--- src/rtl/scn_pkg.sv ---
// package: constants, register map and types of the supply class sequencer
package scn_pkg;
   // timing
   localparam int unsigned CLK_HZ       = 50_000_000;
   localparam int unsigned CLK_PER_US   = CLK_HZ / 1_000_000;
   localparam int unsigned ATR_WAIT_US  = 20_000;
   localparam int unsigned ATR_WAIT_CYC = ATR_WAIT_US * CLK_PER_US;
   localparam int unsigned DEACT_US     = 10;
   localparam int unsigned DEACT_CYC    = DEACT_US * CLK_PER_US;
   localparam logic [1:0]  RETRY_MAX    = 2'h3;

   // register byte addresses
   localparam logic [4:0] ADDR_CTRL   = 5'h00;
   localparam logic [4:0] ADDR_STATUS = 5'h04;
   localparam logic [4:0] ADDR_ATR    = 5'h08;
   localparam logic [4:0] ADDR_FDWANT = 5'h0c;
   localparam logic [4:0] ADDR_APPPWR = 5'h10;
   localparam logic [4:0] ADDR_ISTAT  = 5'h14;
   localparam logic [4:0] ADDR_IMASK  = 5'h18;

   // control fields and reset values
   localparam int unsigned CTRL_START     = 0;
   localparam int unsigned CTRL_EXTRA     = 1;
   localparam int unsigned CTRL_AVAIL_LSB = 4;
   localparam logic [2:0]  AVAIL_RST      = 3'h7;
   localparam logic [7:0]  FDWANT_RST     = 8'h11;
   localparam logic [7:0]  APPPWR_RST     = 8'h00;

   // interrupt status bits
   localparam int unsigned IRQ_DONE = 0;
   localparam int unsigned IRQ_REJ  = 1;
   localparam int unsigned IRQ_SW   = 2;
   localparam int unsigned IRQ_PPS  = 3;
   localparam int unsigned IRQ_W    = 4;

   // answer-to-reset content
   localparam logic [7:0] TS_DIRECT  = 8'h3b;
   localparam logic [7:0] TS_INVERSE = 8'h3f;
   localparam logic [7:0] HIST_CAT   = 8'h80;
   localparam logic [7:0] TAG_DATA   = 8'h31;
   localparam logic [7:0] TAG_CAPS   = 8'h73;
   localparam logic [3:0] PROT_GLOB  = 4'hf;
   localparam logic [7:0] FD_DEF     = 8'h11;
   localparam logic [7:0] FD_512_8   = 8'h94;
   localparam logic [7:0] FD_512_16  = 8'h95;
   localparam logic [2:0] CLS_ONLY_A = 3'h1;

   typedef struct packed {
      logic [7:0] data;
      logic       last;
      logic       err;
   } scn_lnk_t;

   typedef enum logic [2:0] {
      S_IDLE = 3'b000, S_ACT = 3'b001, S_DEACT = 3'b010, S_DONE = 3'b011, S_REJ = 3'b100
   } scn_sst_t;

   typedef enum logic [2:0] {
      P_TS = 3'b000, P_T0 = 3'b001, P_IF = 3'b010, P_HIST = 3'b011, P_TCK = 3'b100,
      P_END = 3'b101
   } scn_pst_t;
endpackage

--- src/rtl/scn_sequencer.sv ---
// supply class sequencer with answer-to-reset checker and avalon-mm registers
// Function
// - start at lowest available supply class
// - no answer: deactivate, retry next higher class
// - unsupported class: reactivate at card's class
// - corrupted answer: three tries same class
// - then optionally one retry, next higher only
// - application power from select or status response
// - accept foreign protocols, historical and check bytes
// - support 512/8, 512/16 and 372/1 factors
// - factors other than 372/1 need a PPS exchange
`timescale 1ns/1ps
module scn_sequencer #(
   parameter int unsigned ATR_WAIT_CYC = scn_pkg::ATR_WAIT_CYC
) (
   input  wire logic        clk_i,
   input  wire logic        rst_n_i,
   input  wire logic [4:0]  avs_address_i,
   input  wire logic        avs_read_i,
   input  wire logic        avs_write_i,
   input  wire logic [31:0] avs_writedata_i,
   input  wire logic [3:0]  avs_byteenable_i,
   output logic      [31:0] avs_readdata_o,
   output logic             avs_waitrequest_o,
   input  wire logic        lnk_clk_i,
   input  wire logic [7:0]  lnk_data_i,
   input  wire logic        lnk_last_i,
   input  wire logic        lnk_err_i,
   output logic             card_act_o,
   output logic      [2:0]  vcc_class_o,
   output logic             pps_req_o,
   output logic      [7:0]  fd_req_o,
   output logic      [7:0]  app_pwr_o,
   output logic             irq_o
);
   function automatic logic [2:0] lowest(input logic [2:0] av);
      logic [2:0] r;
      r = '0;
      for (int j = 0; j < 3; j++) if (av[j]) r = 3'(1 << j);
      return r;
   endfunction

   function automatic logic [2:0] next_up(input logic [2:0] cur, input logic [2:0] av);
      logic [2:0] r;
      r = '0;
      for (int j = 0; j < 3; j++) if (av[j] && (3'(1 << j) < cur)) r = 3'(1 << j);
      return r;
   endfunction

   function automatic logic is_mand(input logic [7:0] fd);
      return (fd == scn_pkg::FD_DEF) || (fd == scn_pkg::FD_512_8) || (fd == scn_pkg::FD_512_16);
   endfunction

   // link synchroniser; data must be stable a cycle either side of the link edge
   scn_pkg::scn_lnk_t s1_q, s2_q;
   logic              lc1_q, lc2_q, lc3_q;
   always_ff @(posedge clk_i or negedge rst_n_i) begin
      if (!rst_n_i) begin
         s1_q  <= '0;
         s2_q  <= '0;
         lc1_q <= 1'b0;
         lc2_q <= 1'b0;
         lc3_q <= 1'b0;
      end else begin
         s1_q  <= '{data: lnk_data_i, last: lnk_last_i, err: lnk_err_i};
         s2_q  <= s1_q;
         lc1_q <= lnk_clk_i;
         lc2_q <= lc1_q;
         lc3_q <= lc2_q;
      end
   end
   logic lv;
   assign lv = lc2_q & ~lc3_q;

   // ---------------- register bus and interrupt state ----------------
   logic        wait_q, wait_d, go_q, go_d, extra_en_q, extra_en_d, irq_q, irq_d;
   logic [31:0] rdata_q, rdata_d;
   logic [2:0]  avail_q, avail_d;
   logic [7:0]  fdw_q, fdw_d, pwr_q, pwr_d;
   localparam int unsigned IRQ_W_L = scn_pkg::IRQ_W;
   logic [IRQ_W_L-1:0] istat_q, istat_d, imask_q, imask_d;
   // sequencer and parser state, declared here for the read mux
   scn_pkg::scn_sst_t st_q, st_d;
   scn_pkg::scn_pst_t ps_q, ps_d;
   logic [2:0]  cls_q, cls_d, pend_q, pend_d;
   logic [1:0]  retry_q, retry_d;
   logic        extra_q, extra_d, nm_q, nm_d;
   logic [4:0]  ccls_q, ccls_d;
   logic        clsv_q, clsv_d, t15_q, t15_d;
   logic [7:0]  ta1_q, ta1_d;
   logic        done_ev, rej_ev, sw_ev, pps_q, pps_d;
   logic        wr;

   always_comb begin
      wait_d     = 1'b1;
      rdata_d    = rdata_q;
      go_d       = 1'b0;
      avail_d    = avail_q;
      extra_en_d = extra_en_q;
      fdw_d      = fdw_q;
      pwr_d      = pwr_q;
      imask_d    = imask_q;
      istat_d    = istat_q;
      wr         = avs_write_i && !wait_q && avs_byteenable_i[0];
      if ((avs_read_i || avs_write_i) && wait_q) begin
         wait_d = 1'b0;
         rdata_d = '0;
         if (avs_read_i) begin
            unique case (avs_address_i)
               scn_pkg::ADDR_CTRL:   rdata_d = 32'({avail_q, 2'b00, extra_en_q, 1'b0});
               scn_pkg::ADDR_STATUS: rdata_d = 32'({nm_q, extra_q, retry_q, 1'b0, cls_q,
                                                    1'b0, st_q});
               scn_pkg::ADDR_ATR:    rdata_d = 32'({ta1_q, 1'b0, t15_q, clsv_q, ccls_q});
               scn_pkg::ADDR_FDWANT: rdata_d = 32'(fdw_q);
               scn_pkg::ADDR_APPPWR: rdata_d = 32'(pwr_q);
               scn_pkg::ADDR_ISTAT:  rdata_d = 32'(istat_q);
               scn_pkg::ADDR_IMASK:  rdata_d = 32'(imask_q);
               default:              rdata_d = '0;
            endcase
         end
      end
      if (wr) begin
         unique case (avs_address_i)
            scn_pkg::ADDR_CTRL: begin
               go_d       = avs_writedata_i[scn_pkg::CTRL_START];
               extra_en_d = avs_writedata_i[scn_pkg::CTRL_EXTRA];
               avail_d    = avs_writedata_i[scn_pkg::CTRL_AVAIL_LSB +: 3];
            end
            scn_pkg::ADDR_FDWANT: fdw_d = avs_writedata_i[7:0];
            scn_pkg::ADDR_APPPWR: pwr_d = avs_writedata_i[7:0];
            scn_pkg::ADDR_ISTAT:  istat_d = istat_q & ~avs_writedata_i[IRQ_W_L-1:0];
            scn_pkg::ADDR_IMASK:  imask_d = avs_writedata_i[IRQ_W_L-1:0];
            default: ;
         endcase
      end
      // a new event beats a simultaneous write-one-to-clear
      if (done_ev) istat_d[scn_pkg::IRQ_DONE] = 1'b1;
      if (rej_ev)  istat_d[scn_pkg::IRQ_REJ]  = 1'b1;
      if (sw_ev)   istat_d[scn_pkg::IRQ_SW]   = 1'b1;
      if (pps_q)   istat_d[scn_pkg::IRQ_PPS]  = 1'b1;
      irq_d = |(istat_q & imask_q);
   end

   always_ff @(posedge clk_i or negedge rst_n_i) begin
      if (!rst_n_i) begin
         wait_q     <= 1'b1;
         rdata_q    <= '0;
         go_q       <= 1'b0;
         avail_q    <= scn_pkg::AVAIL_RST;
         extra_en_q <= 1'b0;
         fdw_q      <= scn_pkg::FDWANT_RST;
         pwr_q      <= scn_pkg::APPPWR_RST;
         istat_q    <= '0;
         imask_q    <= '0;
         irq_q      <= 1'b0;
      end else begin
         wait_q     <= wait_d;
         rdata_q    <= rdata_d;
         go_q       <= go_d;
         avail_q    <= avail_d;
         extra_en_q <= extra_en_d;
         fdw_q      <= fdw_d;
         pwr_q      <= pwr_d;
         istat_q    <= istat_d;
         imask_q    <= imask_d;
         irq_q      <= irq_d;
      end
   end

   // ---------------- answer-to-reset parser ----------------
   logic [3:0] y_q, y_d, grp_q, grp_d, hl_q, hl_d, hp_q, hp_d;
   logic [7:0] x_q, x_d;
   logic [2:0] hchk_q, hchk_d;
   logic       t15n_q, t15n_d, tck_q, tck_d, tsok_q, tsok_d, err_q, err_d, ovf_q, ovf_d;
   logic       done_q, done_d, bad_q, bad_d;

   always_comb begin
      ps_d = ps_q;   y_d = y_q;     grp_d = grp_q;   t15n_d = t15n_q; hl_d = hl_q;
      hp_d = hp_q;   tck_d = tck_q; x_d = x_q;       tsok_d = tsok_q; t15_d = t15_q;
      hchk_d = hchk_q; ccls_d = ccls_q; clsv_d = clsv_q; ta1_d = ta1_q;
      err_d = err_q; ovf_d = ovf_q; done_d = 1'b0;   bad_d = bad_q;
      if (st_q != scn_pkg::S_ACT) begin
         ps_d = scn_pkg::P_TS; y_d = '0; grp_d = '0; t15n_d = 1'b0; hl_d = '0; hp_d = '0;
         tck_d = 1'b0; x_d = '0; tsok_d = 1'b0; hchk_d = '0; err_d = 1'b0; ovf_d = 1'b0;
         bad_d = 1'b0;
      end else if (lv) begin
         err_d = err_q | s2_q.err;
         if (ps_q != scn_pkg::P_TS) x_d = x_q ^ s2_q.data;
         unique case (ps_q)
            scn_pkg::P_TS: begin
               tsok_d = (s2_q.data == scn_pkg::TS_DIRECT) || (s2_q.data == scn_pkg::TS_INVERSE);
               ccls_d = '0;
               clsv_d = 1'b0;
               ta1_d  = scn_pkg::FD_DEF;
               t15_d  = 1'b0;
               ps_d   = scn_pkg::P_T0;
            end
            scn_pkg::P_T0: begin
               y_d   = s2_q.data[7:4];
               hl_d  = s2_q.data[3:0];
               grp_d = 4'h1;
               ps_d  = scn_pkg::P_IF;
            end
            scn_pkg::P_IF: begin
               if (y_q[0]) begin
                  y_d[0] = 1'b0;
                  if (grp_q == 4'h1) ta1_d = s2_q.data;
                  if (grp_q > 4'h2 && t15n_q) begin
                     ccls_d = s2_q.data[4:0];
                     clsv_d = 1'b1;
                  end
               end else if (y_q[1]) begin
                  y_d[1] = 1'b0;
               end else if (y_q[2]) begin
                  y_d[2] = 1'b0;
               end else begin
                  // any protocol number is walked through, not just 0 and 1
                  y_d    = s2_q.data[7:4];
                  grp_d  = grp_q + 4'h1;
                  t15n_d = s2_q.data[3:0] == scn_pkg::PROT_GLOB;
                  if (s2_q.data[3:0] != 4'h0) tck_d = 1'b1;
                  if (s2_q.data[3:0] == scn_pkg::PROT_GLOB) t15_d = 1'b1;
               end
            end
            scn_pkg::P_HIST: begin
               hp_d = hp_q + 4'h1;
               hl_d = hl_q - 4'h1;
               if (hp_q == 4'h0 && s2_q.data == scn_pkg::HIST_CAT) hchk_d[0] = 1'b1;
               if (hp_q == 4'h1 && s2_q.data == scn_pkg::TAG_DATA) hchk_d[1] = 1'b1;
               if (hp_q == 4'h3 && s2_q.data == scn_pkg::TAG_CAPS) hchk_d[2] = 1'b1;
               if (hl_q == 4'h1) ps_d = tck_q ? scn_pkg::P_TCK : scn_pkg::P_END;
            end
            scn_pkg::P_TCK: ps_d = scn_pkg::P_END;
            scn_pkg::P_END: ovf_d = 1'b1;
            default:        ps_d = scn_pkg::P_END;
         endcase
         if (ps_d == scn_pkg::P_IF && y_d == 4'h0) begin
            ps_d = (hl_d != 4'h0) ? scn_pkg::P_HIST :
                   (tck_d ? scn_pkg::P_TCK : scn_pkg::P_END);
         end
         if (s2_q.last) begin
            done_d = 1'b1;
            bad_d  = err_d || ovf_d || ps_d != scn_pkg::P_END || !tsok_d || !t15_d ||
                     hchk_d != 3'h7 || (tck_d && x_d != 8'h00);
         end
      end
   end

   always_ff @(posedge clk_i or negedge rst_n_i) begin
      if (!rst_n_i) begin
         ps_q <= scn_pkg::P_TS; y_q <= '0; grp_q <= '0; t15n_q <= 1'b0; hl_q <= '0;
         hp_q <= '0; tck_q <= 1'b0; x_q <= '0; tsok_q <= 1'b0; t15_q <= 1'b0;
         hchk_q <= '0; ccls_q <= '0; clsv_q <= 1'b0; ta1_q <= scn_pkg::FD_DEF;
         err_q <= 1'b0; ovf_q <= 1'b0; done_q <= 1'b0; bad_q <= 1'b0;
      end else begin
         ps_q <= ps_d; y_q <= y_d; grp_q <= grp_d; t15n_q <= t15n_d; hl_q <= hl_d;
         hp_q <= hp_d; tck_q <= tck_d; x_q <= x_d; tsok_q <= tsok_d; t15_q <= t15_d;
         hchk_q <= hchk_d; ccls_q <= ccls_d; clsv_q <= clsv_d; ta1_q <= ta1_d;
         err_q <= err_d; ovf_q <= ovf_d; done_q <= done_d; bad_q <= bad_d;
      end
   end

   // ---------------- activation sequencer ----------------
   logic [31:0] tmr_q, tmr_d;
   logic        act_q, act_d, sw, rej, rej_q, sw_q;
   logic [2:0]  nc, lo_w, nu_w, cc_w, pick_w;
   assign lo_w   = lowest(avail_q);
   assign nu_w   = next_up(cls_q, avail_q);
   // no class field at all: treat as a class A only card
   assign cc_w   = clsv_q ? ccls_q[2:0] : scn_pkg::CLS_ONLY_A;
   assign pick_w = lowest(cc_w & avail_q);

   always_comb begin
      st_d = st_q; cls_d = cls_q; pend_d = pend_q; retry_d = retry_q; extra_d = extra_q;
      nm_d = nm_q; tmr_d = tmr_q + 32'h1; pps_d = 1'b0; done_ev = 1'b0;
      sw = 1'b0; rej = 1'b0; nc = nu_w;
      unique case (st_q)
         scn_pkg::S_ACT: begin
            if (done_q && !bad_q) begin
               if ((cc_w & cls_q) != 3'h0) begin
                  st_d = scn_pkg::S_DONE;
                  done_ev = 1'b1;
                  nm_d  = !is_mand(fdw_q);
                  pps_d = fdw_q != scn_pkg::FD_DEF;
               end else if (pick_w != 3'h0) begin
                  sw = 1'b1;
                  nc = pick_w;
               end else begin
                  rej = 1'b1;
               end
            end else if (done_q || tmr_q == 32'(ATR_WAIT_CYC - 1)) begin
               if (!done_q && ps_q == scn_pkg::P_TS) begin
                  if (nu_w != 3'h0) sw = 1'b1;
                  else rej = 1'b1;
               end else if (retry_q + 2'h1 < scn_pkg::RETRY_MAX && !extra_q) begin
                  retry_d = retry_q + 2'h1;
                  pend_d  = cls_q;
                  st_d    = scn_pkg::S_DEACT;
                  tmr_d   = '0;
               end else if (extra_en_q && !extra_q && nu_w != 3'h0) begin
                  sw = 1'b1;
                  extra_d = 1'b1;
               end else begin
                  rej = 1'b1;
               end
            end
         end
         scn_pkg::S_DEACT: begin
            if (tmr_q == 32'(scn_pkg::DEACT_CYC - 1)) begin
               cls_d = pend_q;
               st_d  = scn_pkg::S_ACT;
               tmr_d = '0;
            end
         end
         default: begin
            tmr_d = '0;
            if (go_q) begin
               retry_d = '0;
               extra_d = 1'b0;
               nm_d    = 1'b0;
               cls_d   = lo_w;
               st_d    = (lo_w != 3'h0) ? scn_pkg::S_ACT : scn_pkg::S_REJ;
               rej     = lo_w == 3'h0;
            end
         end
      endcase
      if (sw) begin
         pend_d  = nc;
         retry_d = '0;
         st_d    = scn_pkg::S_DEACT;
         tmr_d   = '0;
      end
      if (rej) st_d = scn_pkg::S_REJ;
      act_d = st_d == scn_pkg::S_ACT;
   end

   always_ff @(posedge clk_i or negedge rst_n_i) begin
      if (!rst_n_i) begin
         st_q <= scn_pkg::S_IDLE; cls_q <= '0; pend_q <= '0; retry_q <= '0;
         extra_q <= 1'b0; nm_q <= 1'b0; tmr_q <= '0; pps_q <= 1'b0; act_q <= 1'b0;
         rej_q <= 1'b0; sw_q <= 1'b0;
      end else begin
         st_q <= st_d; cls_q <= cls_d; pend_q <= pend_d; retry_q <= retry_d;
         extra_q <= extra_d; nm_q <= nm_d; tmr_q <= tmr_d; pps_q <= pps_d; act_q <= act_d;
         rej_q <= rej; sw_q <= sw;
      end
   end
   assign rej_ev = rej_q;
   assign sw_ev  = sw_q;

   assign avs_readdata_o    = rdata_q;
   assign avs_waitrequest_o = wait_q;
   assign card_act_o        = act_q;
   assign vcc_class_o       = cls_q;
   assign pps_req_o         = pps_q;
   assign fd_req_o          = fdw_q;
   assign app_pwr_o         = pwr_q;
   assign irq_o             = irq_q;
endmodule

--- config.mk ---
export PLATFORM = sky130hd
export DESIGN_NAME = scn_sequencer
export DESIGN_NICKNAME = d
export VERILOG_FILES = /design/src/rtl/scn_pkg.sv /design/src/rtl/scn_sequencer.sv
export SDC_FILE = /design/constraint.sdc
export NUM_CORES = 1
export LEC_CHECK = 0
export BUFFER_PORTS_ARGS = -buffer_cell sky130_fd_sc_hd__clkbuf_2
export CAP_MARGIN = 20
export CORE_MARGIN = 2
export CORE_UTILIZATION = 30
export DETAILED_ROUTE_END_ITERATION = 8
export RECOVER_POWER = 25
export SYNTH_ARGS = -nofsm -noshare
export SYNTH_HDL_FRONTEND = slang
export SYNTH_SLANG_ARGS = --single-unit
--- constraint.sdc ---
create_clock -name clk_i -period 2.45 [get_ports clk_i]
set_clock_uncertainty 0.15 [all_clocks]
set_input_delay 0.6125 -clock clk_i [delete_from_list [all_inputs] [get_ports clk_i]]
set_output_delay 0.6125 -clock clk_i [all_outputs]
set_load 0.02 [all_outputs]
=== After elaboration in Yosys (flattened, before gate mapping) ===
Cells that the tools add are included.

* Register bits: 187
* Bits of input ports: 56
* Output and inout bits: 55
* Word-level logic and storage cells: 415

* $add $sub $neg: 5
* Order comparisons: 5
* Equal/unequal tests: 57
* Mux-type cells: 195
* Bitwise operators: 12
* Reduce and logical (&&, ||, !) cells: 90

{| class="wikitable"
|+ Operator list
! operator !! number
|-
| $mux 32 || 6
|-
| $mux 3 || 43
|-
| $pmux 16 s7 || 1
|-
| $mux 1 || 93
|-
| $mux 4 || 18
|-
| $pmux 32 s2 || 1
|-
| $mux 8 || 7
|-
| $reduce_bool 2->1 || 18
|-
| $add 32x1->32 const B || 1
|-
| $eq 32x20->1 const B || 1
|-
| $eq 32x9->1 const B || 1
|-
| $ne 2x2->1 const B || 14
|-
| $ne 3x3->1 const B || 9
|-
| $reduce_and 5->1 || 5
|-
| $eq 8x6->1 const B || 3
|-
| $eq 8x8->1 const B || 3
|-
| $pmux 4 s2 || 3
|-
| $reduce_and 2->1 || 11
|-
| $reduce_bool 3->1 || 7
|-
| $mux 2 || 9
|-
| $logic_and 1x1->1 || 17
|-
| $mux 16 || 1
|-
| $pmux 8 s2 || 1
|-
| $eq 5x5->1 const B || 3
|-
| other kinds (47) || 88
|}

=== Longest topological paths before layout ===
Gate-level depths: netlist of the first run.

* Depth after elaboration: 22
* Mapped depth: 10
* Mapped depth without buffers: 9

=== Least setup slack after synthesis of the first run ===
OpenSTA, ideal clock, no wires.

* Path type: input -> register
* Start: input port avs_address_i[3]
* End: register extra_en_q
* Library setup time: 125 ps
* Arrival: 2141 ps
* Data required time: 2175 ps
* Path slack: 35 ps
* Cell stages on the path: 5
* Path buffers: 2
* Cell sequence: clkbuf_1 > nor3_1 > or4b_2 > clkbuf_1 > mux2_2

* Word-level cells in the longest chain between the ends: 2

{| class="wikitable"
|+ RTL lines
! item !! line !! source
|-
| start, declared || scn_sequencer.sv:18 || <nowiki>input wire logic [4:0] avs_address_i,</nowiki>
|-
| $logic_not 5->1 || scn_sequencer.sv:123 || <nowiki>unique case (avs_address_i)</nowiki>
|-
| $reduce_and 2->1 (no line) || n/a ||
|-
| end signal, assigned || scn_sequencer.sv:161 || <nowiki>extra_en_q <= extra_en_d;</nowiki>
|-
| end, declared || scn_sequencer.sv:76 || <nowiki>logic wait_q, wait_d, go_q, go_d, extra_en_q, extra_en_d, irq_q, irq_d;</nowiki>
|}

Every way passes these cells.
A chain may end at the register's enable or synchronous reset.

=== Worst setup path in the final report of the first run ===
* Start: register ps_q[1]
* End: register ps_q[2]

* Word-level cells in the longest chain between the ends: 12
* Elaborated cells on any way between the ends: 26
* Those cells by class: eq/ne (5); mux (16); reduce/logical (5)

{| class="wikitable"
|+ RTL lines
! item !! line !! source
|-
| start, declared || scn_sequencer.sv:84 || <nowiki>scn_pkg::scn_pst_t ps_q, ps_d;</nowiki>
|-
| start signal, assigned || scn_sequencer.sv:256 || <nowiki>ps_q <= ps_d; y_q <= y_d; grp_q <= grp_d; t15n_q <= t15n_d; hl_q <= hl_d;</nowiki>
|-
| $eq 3x2->1 / $eq 3x3->1 (equally long branches) || scn_sequencer.sv:189 || <nowiki>unique case (ps_q)</nowiki>
|-
| $reduce_or 2->1 (no line) || n/a ||
|-
| $pmux 3 s4 || scn_sequencer.sv:189 ||
|-
| $mux 3 || scn_sequencer.sv:186 || <nowiki>end else if (lv) begin</nowiki>
|-
| $mux 3 || scn_sequencer.sv:182 || <nowiki>if (st_q != scn_pkg::S_ACT) begin</nowiki>
|-
| $eq 3x2->1 || scn_sequencer.sv:237 || <nowiki>if (ps_d == scn_pkg::P_IF && y_d == 4'h0) begin</nowiki>
|-
| $logic_and 1x1->1 || scn_sequencer.sv:237 ||
|-
| $mux 3 * || scn_sequencer.sv:237 ||
|-
| $mux 3 * || scn_sequencer.sv:186 ||
|-
| $mux 3 * || scn_sequencer.sv:182 ||
|-
| $mux 3 * || scn_sequencer.sv:186 ||
|-
| $mux 3 * || scn_sequencer.sv:182 ||
|}

Mark *: on every way between the ends. The rest lies on a longest branch, timed or not. The select of a mux whose other input is x is not followed.

==> metrics.cfg, run 1 <==
[outcome]
outcome=finished clean

[synth]
synth_area_mm2=0.00864
avgSynthCellArea_um2=9.59
ys_seq_area_share_pct=49.6
synthFlopType=dfrtp_1
synth.distinct_cells=79
syn_inst=901
synth_edf_count=0
synthArstFlopShare_pct=100
ys_warn_count=0
ys_seq_elements=171

[cells_and_area]
synthToLayoutAreaGrowth_pct=21.7
fillers=2922
final_core_util_pct=36.9
design_area_mm2=0.0105
drive_above_1_share_pct=23.5
final_cell_count_no_fill=1416
num_antenna_cells=0
nNetsFinal=1085

[placement]
dpl_cell_area_mm2=0.00984
post-dp-hpwl_um=15300
dp_slack_ns=0.0167
port_buffers=67
place_inst=1382
gp_congestion=0.845

[critical_path]
crit_path_top_delay_cell=dfrtp_1
rr_worst_depth=6
critPathTopFamily=simple AND/OR/NAND/NOR gates
slowest_delay_ns=0.43
path_buf_inv=0
cp.required_ns=2.65
timing.rr.end=ps_q[2]
path_class=reg2reg
crit_chain=or3b_4 -> or3_1 -> a32oi_2 -> and4bb_2 -> mux2_2 -> nor3_1
start_kind=register
timing.rr.start=ps_q[1]
cp.arrival_ns=2.60
crit_path_end_kind=register
crit_fanout=5
r2r_slack_ns=0.05

[power]
switching_share_pct=32.6
finalPower_mw=7.88
p_leak_nw=4.66
p_sw_mw=2.57
power.internal_mw=5.31
peakVddDrop_uv=497
combPwrFrac_pct=23.5
p_clk_share_pct=34.7
power_frac_seq_pct=41.8
power_density_mw_per_mm2=749

[clock_tree]
htreeDepth=4
clock_sinks=171
cts.clk_slew.worst_paths_ns=0.07
cts_tree=done
root_buffer=clkbuf_16
clockBufferDepth=2
cts_inserted_buffers=17
clock_latency_ns=0.44

[die]
initial_core_util_pct=30.3
die_area_mm2=0.0302
core_mm2=0.0285
die_h_um=174
die_w_um=174
rows=62
io_pins=111

[sta]
final_hold_viol_count=0
fin_setup_tns_ns=0
setup_viol=0
hold_slack_ns=0.126
maxSlewHeadroom_pct=24.6
worst-slew-pin-transition_ns=1.13
slew_violations=0
finalCritPeriodShare_pct=98.1
fin_crit_ns=2.40
clock.fmax_mhz=416
worst_slack_ns=0.0470

[route]
dr.first_iter.drc_count=437
num_vias=6872
drc=0
finalWirelength_um=21100
wl_per_cell_um=14.9
viasPerCell=4.85
dr.pass1.iters=5
antenna_left=0

[worst_hold_path]
hold_end=s1_q[9]
min_from=lnk_data_i[7]
holdPathStages=1
hold_class=in2reg

[global_routing]
grt_pass1_wl_um=34800
grt_overflow=0
antenna_found_initial=0
first_global_vias=6749
grt_max_degree=76
grt_use_total_pct=14.3

[flow_run]
cap_violations=0

-- worst max-delay path by stage --
stage                          start         end  slack, ns  cells after the start
CTS                        tmr_q[17]  card_act_o      0.006                      7
floorplan           avs_address_i[3]  extra_en_q       0.03                      5
finish                       ps_q[1]     ps_q[2]       0.05                      6
detailed placement           ps_q[1]       bad_q       0.02                      8
global placement              y_q[2]     ps_q[0]     -0.009                      6
global route              avail_q[1]   pend_q[0]     -0.007                     10
-- flip-flops by register name (all words and copies together) (netlist names), 5 cells and up --
register	count
app_pwr_o	8
avs_readdata_o	16
ccls_q	5
fd_req_o	8
s1_q	10
s2_q	10
ta1_q	8
tmr_q	32
x_q	8
-- layer usage --
metal / GRT usage (%) / up-vias / wire length (um)
met1: 20.0 / 3317 / 10400
met3: 2.87 / 24 / 897
met5: 0 / - / 0
li1: - / 3362 / -
met4: 4.52 / 0 / 377
met2: 22.4 / 169 / 9390
-- Yosys cell counts, drive strengths merged, types with 3 or more instances --
library cell / instances / area, um2
a21oi: 40 / 200
nor4bb: 4 / 40.0
dfstp: 8 / 210
nor3b: 9 / 67.6
nand2: 101 / 379
buf: 29 / 206
and2: 4 / 25.0
or2: 3 / 23.8
ha: 10 / 125
mux2: 26 / 293
a22oi: 9 / 67.6
or3b: 3 / 26.3
a22o: 8 / 70.1
or3: 8 / 50.1
inv: 24 / 90.1
nor2: 122 / 460
nor4b: 5 / 43.8
a222oi: 3 / 30.0
dfrtp: 163 / 4080
nand3: 25 / 125
a221oi: 6 / 52.6
nand2b: 11 / 68.8
a211oi: 6 / 45.0
clkbuf: 34 / 129
xnor2: 17 / 149
a31oi: 12 / 75.1
o21ai: 55 / 275
o32ai: 4 / 35.0
nand4: 13 / 81.3
xor2: 31 / 272
nor3: 24 / 148
a21o: 6 / 52.6
mux2i: 13 / 130
nor4: 13 / 87.6
nor2b: 7 / 43.8
nand3b: 3 / 22.5
and3: 8 / 50.1
-- placed cells by master, fill, tap and decap left out, types with 7 or more instances in the layout --
cell         n
a21oi_1     40
a22o_1       8
a22oi_1      9
a31oi_1     11
and3_1       8
buf_4       74
clkbuf_16   17
clkbuf_2    66
conb_1      16
dfrtp_1    163
dfstp_2      8
ha_1        10
inv_1       24
mux2_2      26
mux2i_1     13
nand2_1    101
nand2b_1    11
nand3_1     25
nand4_1     13
nor2_1     121
nor2b_1      7
nor3_1      20
nor3b_1      8
nor4_2       7
o21ai_0     53
or3_1        8
xnor2_1     17
xor2_1      31
-- timing repair --
action | in CTS | in global routing
hold buffers | 1 | 0
hold endpoints to repair | 12 | 0
gates resized for setup | 1 | 18
buffers inserted | 0 | 1
pin swaps | 0 | 3
cloned | 0 | 0
setup endpoints to repair | 1 | 49
-- layout make-up --
type	count	area (um2)	share of cell area, %
Sequential cell	171	4290	40.8
Clock buffer	19	443	4.21
Inverter	25	106	1.01
Multi-Input combinational cell	657	4060	38.6
Clock inverter	13	148	1.40
Tap cell	384	480	4.57
Timing Repair Buffer	147	991	9.42
-- power by group through the flow --
stage / clock network [mW] / registers (mW) / logic, mW
floorplan: 0 / 3.33 / 1.12
global placement: 0 / 3.34 / 1.79
detailed placement: 0 / 3.35 / 1.79
CTS: 2.81 / 3.29 / 1.81
global route: 2.94 / 3.33 / 2.04
finish: 2.73 / 3.29 / 1.85
-- cells by family (layout without fill, tap and decap cells) --
| logic type | Yosys count | count (layout) | synth area share [%] |
|---|---|---|---|
| AOI/OAI and AO/OA | 173 | 173 | 12.9 |
| buffers and inverters | 88 | 204 | 5.11 |
| DFF | 171 | 171 | 49.6 |
| and+or+nand+nor | 371 | 371 | 21.1 |
| adders and majority gates | 10 | 10 | 1.45 |
| other | 1 | 16 | 0.0434 |
| muxes | 39 | 39 | 4.89 |
| xor gates and xnor gates | 48 | 48 | 4.87 |
No activity file was read; power rests on OpenSTA's default activity.
==> run 2: changes to the inputs <==
CORE_UTILIZATION = 50   (was 30)
PLACE_DENSITY = 0.73   (was unset)
RECOVER_POWER = unset   (was 25)
==> metrics.cfg, run 2 (synthesized netlist as in run 1, its figures left out) <==
[worst_hold_path]
hold_class=in2reg  ; unchanged
holdPathStages=1  ; unchanged

[route]
antenna_left=0  ; unchanged
wl_per_cell_um=15.8  ; was 14.9 um
drc=0  ; unchanged
viasPerCell=5.53  ; was 4.85
dr.pass1.iters=5  ; unchanged
dr.first_iter.drc_count=396  ; was 437
finalWirelength_um=19800  ; was 21,100 um
num_vias=6917  ; was 6,872

[clock_tree]
cts.clk_slew.worst_paths_ns=0.07  ; about the same
root_buffer=clkbuf_16  ; unchanged
cts_inserted_buffers=17  ; unchanged
htreeDepth=4  ; unchanged
clock_latency_ns=0.43  ; was 0.44 ns
clockBufferDepth=2  ; unchanged
clock_sinks=171  ; unchanged
cts_tree=done  ; unchanged

[placement]
dp_slack_ns=-0.0189  ; was 0.0167 ns
gp_congestion=0.883  ; was 0.845
post-dp-hpwl_um=13800  ; was 15,300 um
port_buffers=67  ; unchanged

[power]
power_density_mw_per_mm2=756  ; was 749 mW/mm2
p_leak_nw=4.62  ; was 4.66 nW
peakVddDrop_uv=517  ; was 497 uV
finalPower_mw=7.77  ; was 7.88 mW

[flow_run]
cap_violations=0  ; unchanged

[cells_and_area]
regArea_mm2=0.00429  ; unchanged
nNetsFinal=1078  ; was 1,085
final_cell_mix=dfrtp_1 (163), nor2_1 (121), nand2_1 (101)  ; unchanged
mostFrequentLayoutCell=dfrtp_1  ; unchanged
num_antenna_cells=0  ; unchanged
regMostFlops=tmr_q  ; unchanged
multi_input_area_mm2=0.00407  ; was 0.00406 mm2
synthToLayoutAreaGrowth_pct=18.9  ; was 21.7%
drive_above_1_share_pct=23.4  ; was 23.5%
largest_reg_flops=32  ; unchanged
fillers=1463  ; was 2,922

[critical_path]
rr_worst_depth=6  ; unchanged
crit_chain=or3b_4 -> or3_4 -> a32oi_2 -> and4bb_2 -> mux2_2 -> nor3_1  ; was or3b_4 -> or3_1 -> a32oi_2 -> and4bb_2 -> mux2_2 -> nor3_1
path_class=reg2reg  ; unchanged
crit_path_top_delay_cell=dfrtp_1  ; unchanged
slowest_delay_ns=0.43  ; about the same
start_kind=register  ; unchanged
critPathTopFamily=simple AND/OR/NAND/NOR gates  ; unchanged
cp.required_ns=2.64  ; was 2.65 ns
crit_path_end_kind=register  ; unchanged
crit_fanout=5  ; unchanged
cp.arrival_ns=2.61  ; was 2.60 ns
crit_cells=6  ; unchanged
path_buf_inv=0  ; unchanged

[die]
die_w_um=135  ; was 174 um
die_area_mm2=0.0183  ; was 0.0302 mm2
die_h_um=135  ; was 174 um
io_pins=111  ; unchanged
rows=48  ; was 62
initial_core_util_pct=50.5  ; was 30.3%
core_mm2=0.0171  ; was 0.0285 mm2

[sta]
hold_slack_ns=0.135  ; was 0.126 ns
worst_slack_ns=0.0384  ; was 0.0470 ns
fin_crit_ns=2.41  ; was 2.40 ns
clock.fmax_mhz=415  ; was 416 MHz
finalCritPeriodShare_pct=98.4  ; was 98.1%
maxSlewHeadroom_pct=51.5  ; was 24.6%
worst-slew-pin-transition_ns=0.718  ; was 1.13 ns
setup_viol=0  ; unchanged
final_hold_viol_count=0  ; unchanged
slew_violations=0  ; unchanged

[outcome]
outcome=finished clean  ; unchanged

[global_routing]
grt_overflow=0  ; unchanged
antenna_found_initial=0  ; unchanged
first_global_vias=6596  ; was 6,749
grt_pass1_wl_um=32500  ; was 34,800 um
grt_use_total_pct=22.2  ; was 14.3%
grt_max_degree=58  ; was 76

==> run 2: cell count changes in the layout (fill, tap and decap cells not counted), sizes merged <==
cell	before	now
clkinv	2	5
inv	33	32
clkbuf	86	83
buf	79	73
==> run 2: area by class of cell <==
cell class / instances / share of cell area, %
Sequential cell: 171 / 41.7
Multi-Input combinational cell: 657 / 39.6
Timing Repair Buffer: 140 / 9.05
Clock buffer: 17 / 4.14
Tap cell: 225 / 2.74
Clock inverter: 15 / 1.70
Inverter: 25 / 1.04
==> run 2: stage by stage <==
stage	TNS, ns	area [um2]	util [%]	std cells
finish	0	10300	60.0	1250
detailed placement	-0.0291	9540	55.7	1214
floorplan	0	8700	-	916
global placement	0	9540	55.7	1214
CTS	0	10200	59.3	1247
global route	-0.0271	10300	60.0	1250
==> run 2: report_power, final <==
part	switching, mW	internal [mW]
Combinational	1.04	0.686
Clock	1.26	1.46
Sequential	0.240	3.08
==> run 2: what timing repair did <==
action                                  4_1_cts  5_1_grt
endpoints found under the setup margin        5       46
hold endpoints to repair                      8        0
hold buffers                                  1        0
gates resized for setup                       3       19
buffers inserted                              0        3
pin swaps                                     0        5
==> run 2: final timing paths <==
| check | start | to | slack [ns] |
|---|---|---|---|
| min in group asynchronous | rst_n_i | fd_req_o[2] | 0.56 |
| worst max register to register | ps_q[2] | ps_q[2] | 0.04 |
| worst max-delay path | ps_q[2] | ps_q[2] | 0.04 |
| max in group asynchronous | rst_n_i | ta1_q[0] | 0.89 |
| worst min register to register | s1_q[9] | s2_q[9] | 0.20 |
| worst min-delay path | lnk_data_i[2] | s1_q[4] | 0.13 |
==> run 2: worst register-to-register path: stages, from the launching register on <==
cell and delay (ns):
dfrtp_1 0.43, or3b_4 0.43, or3_4 0.35, a32oi_2 0.22, and4bb_2 0.31, mux2_2 0.34, nor3_1 0.12
==> run 2: layer usage <==
layer	wire [um]	global-route usage [%]	up-vias
met5	0	0	-
met4	319	6.77	0
met3	1030	4.38	28
met2	9210	35.2	209
met1	9230	31.1	3326
li1	-	-	3354
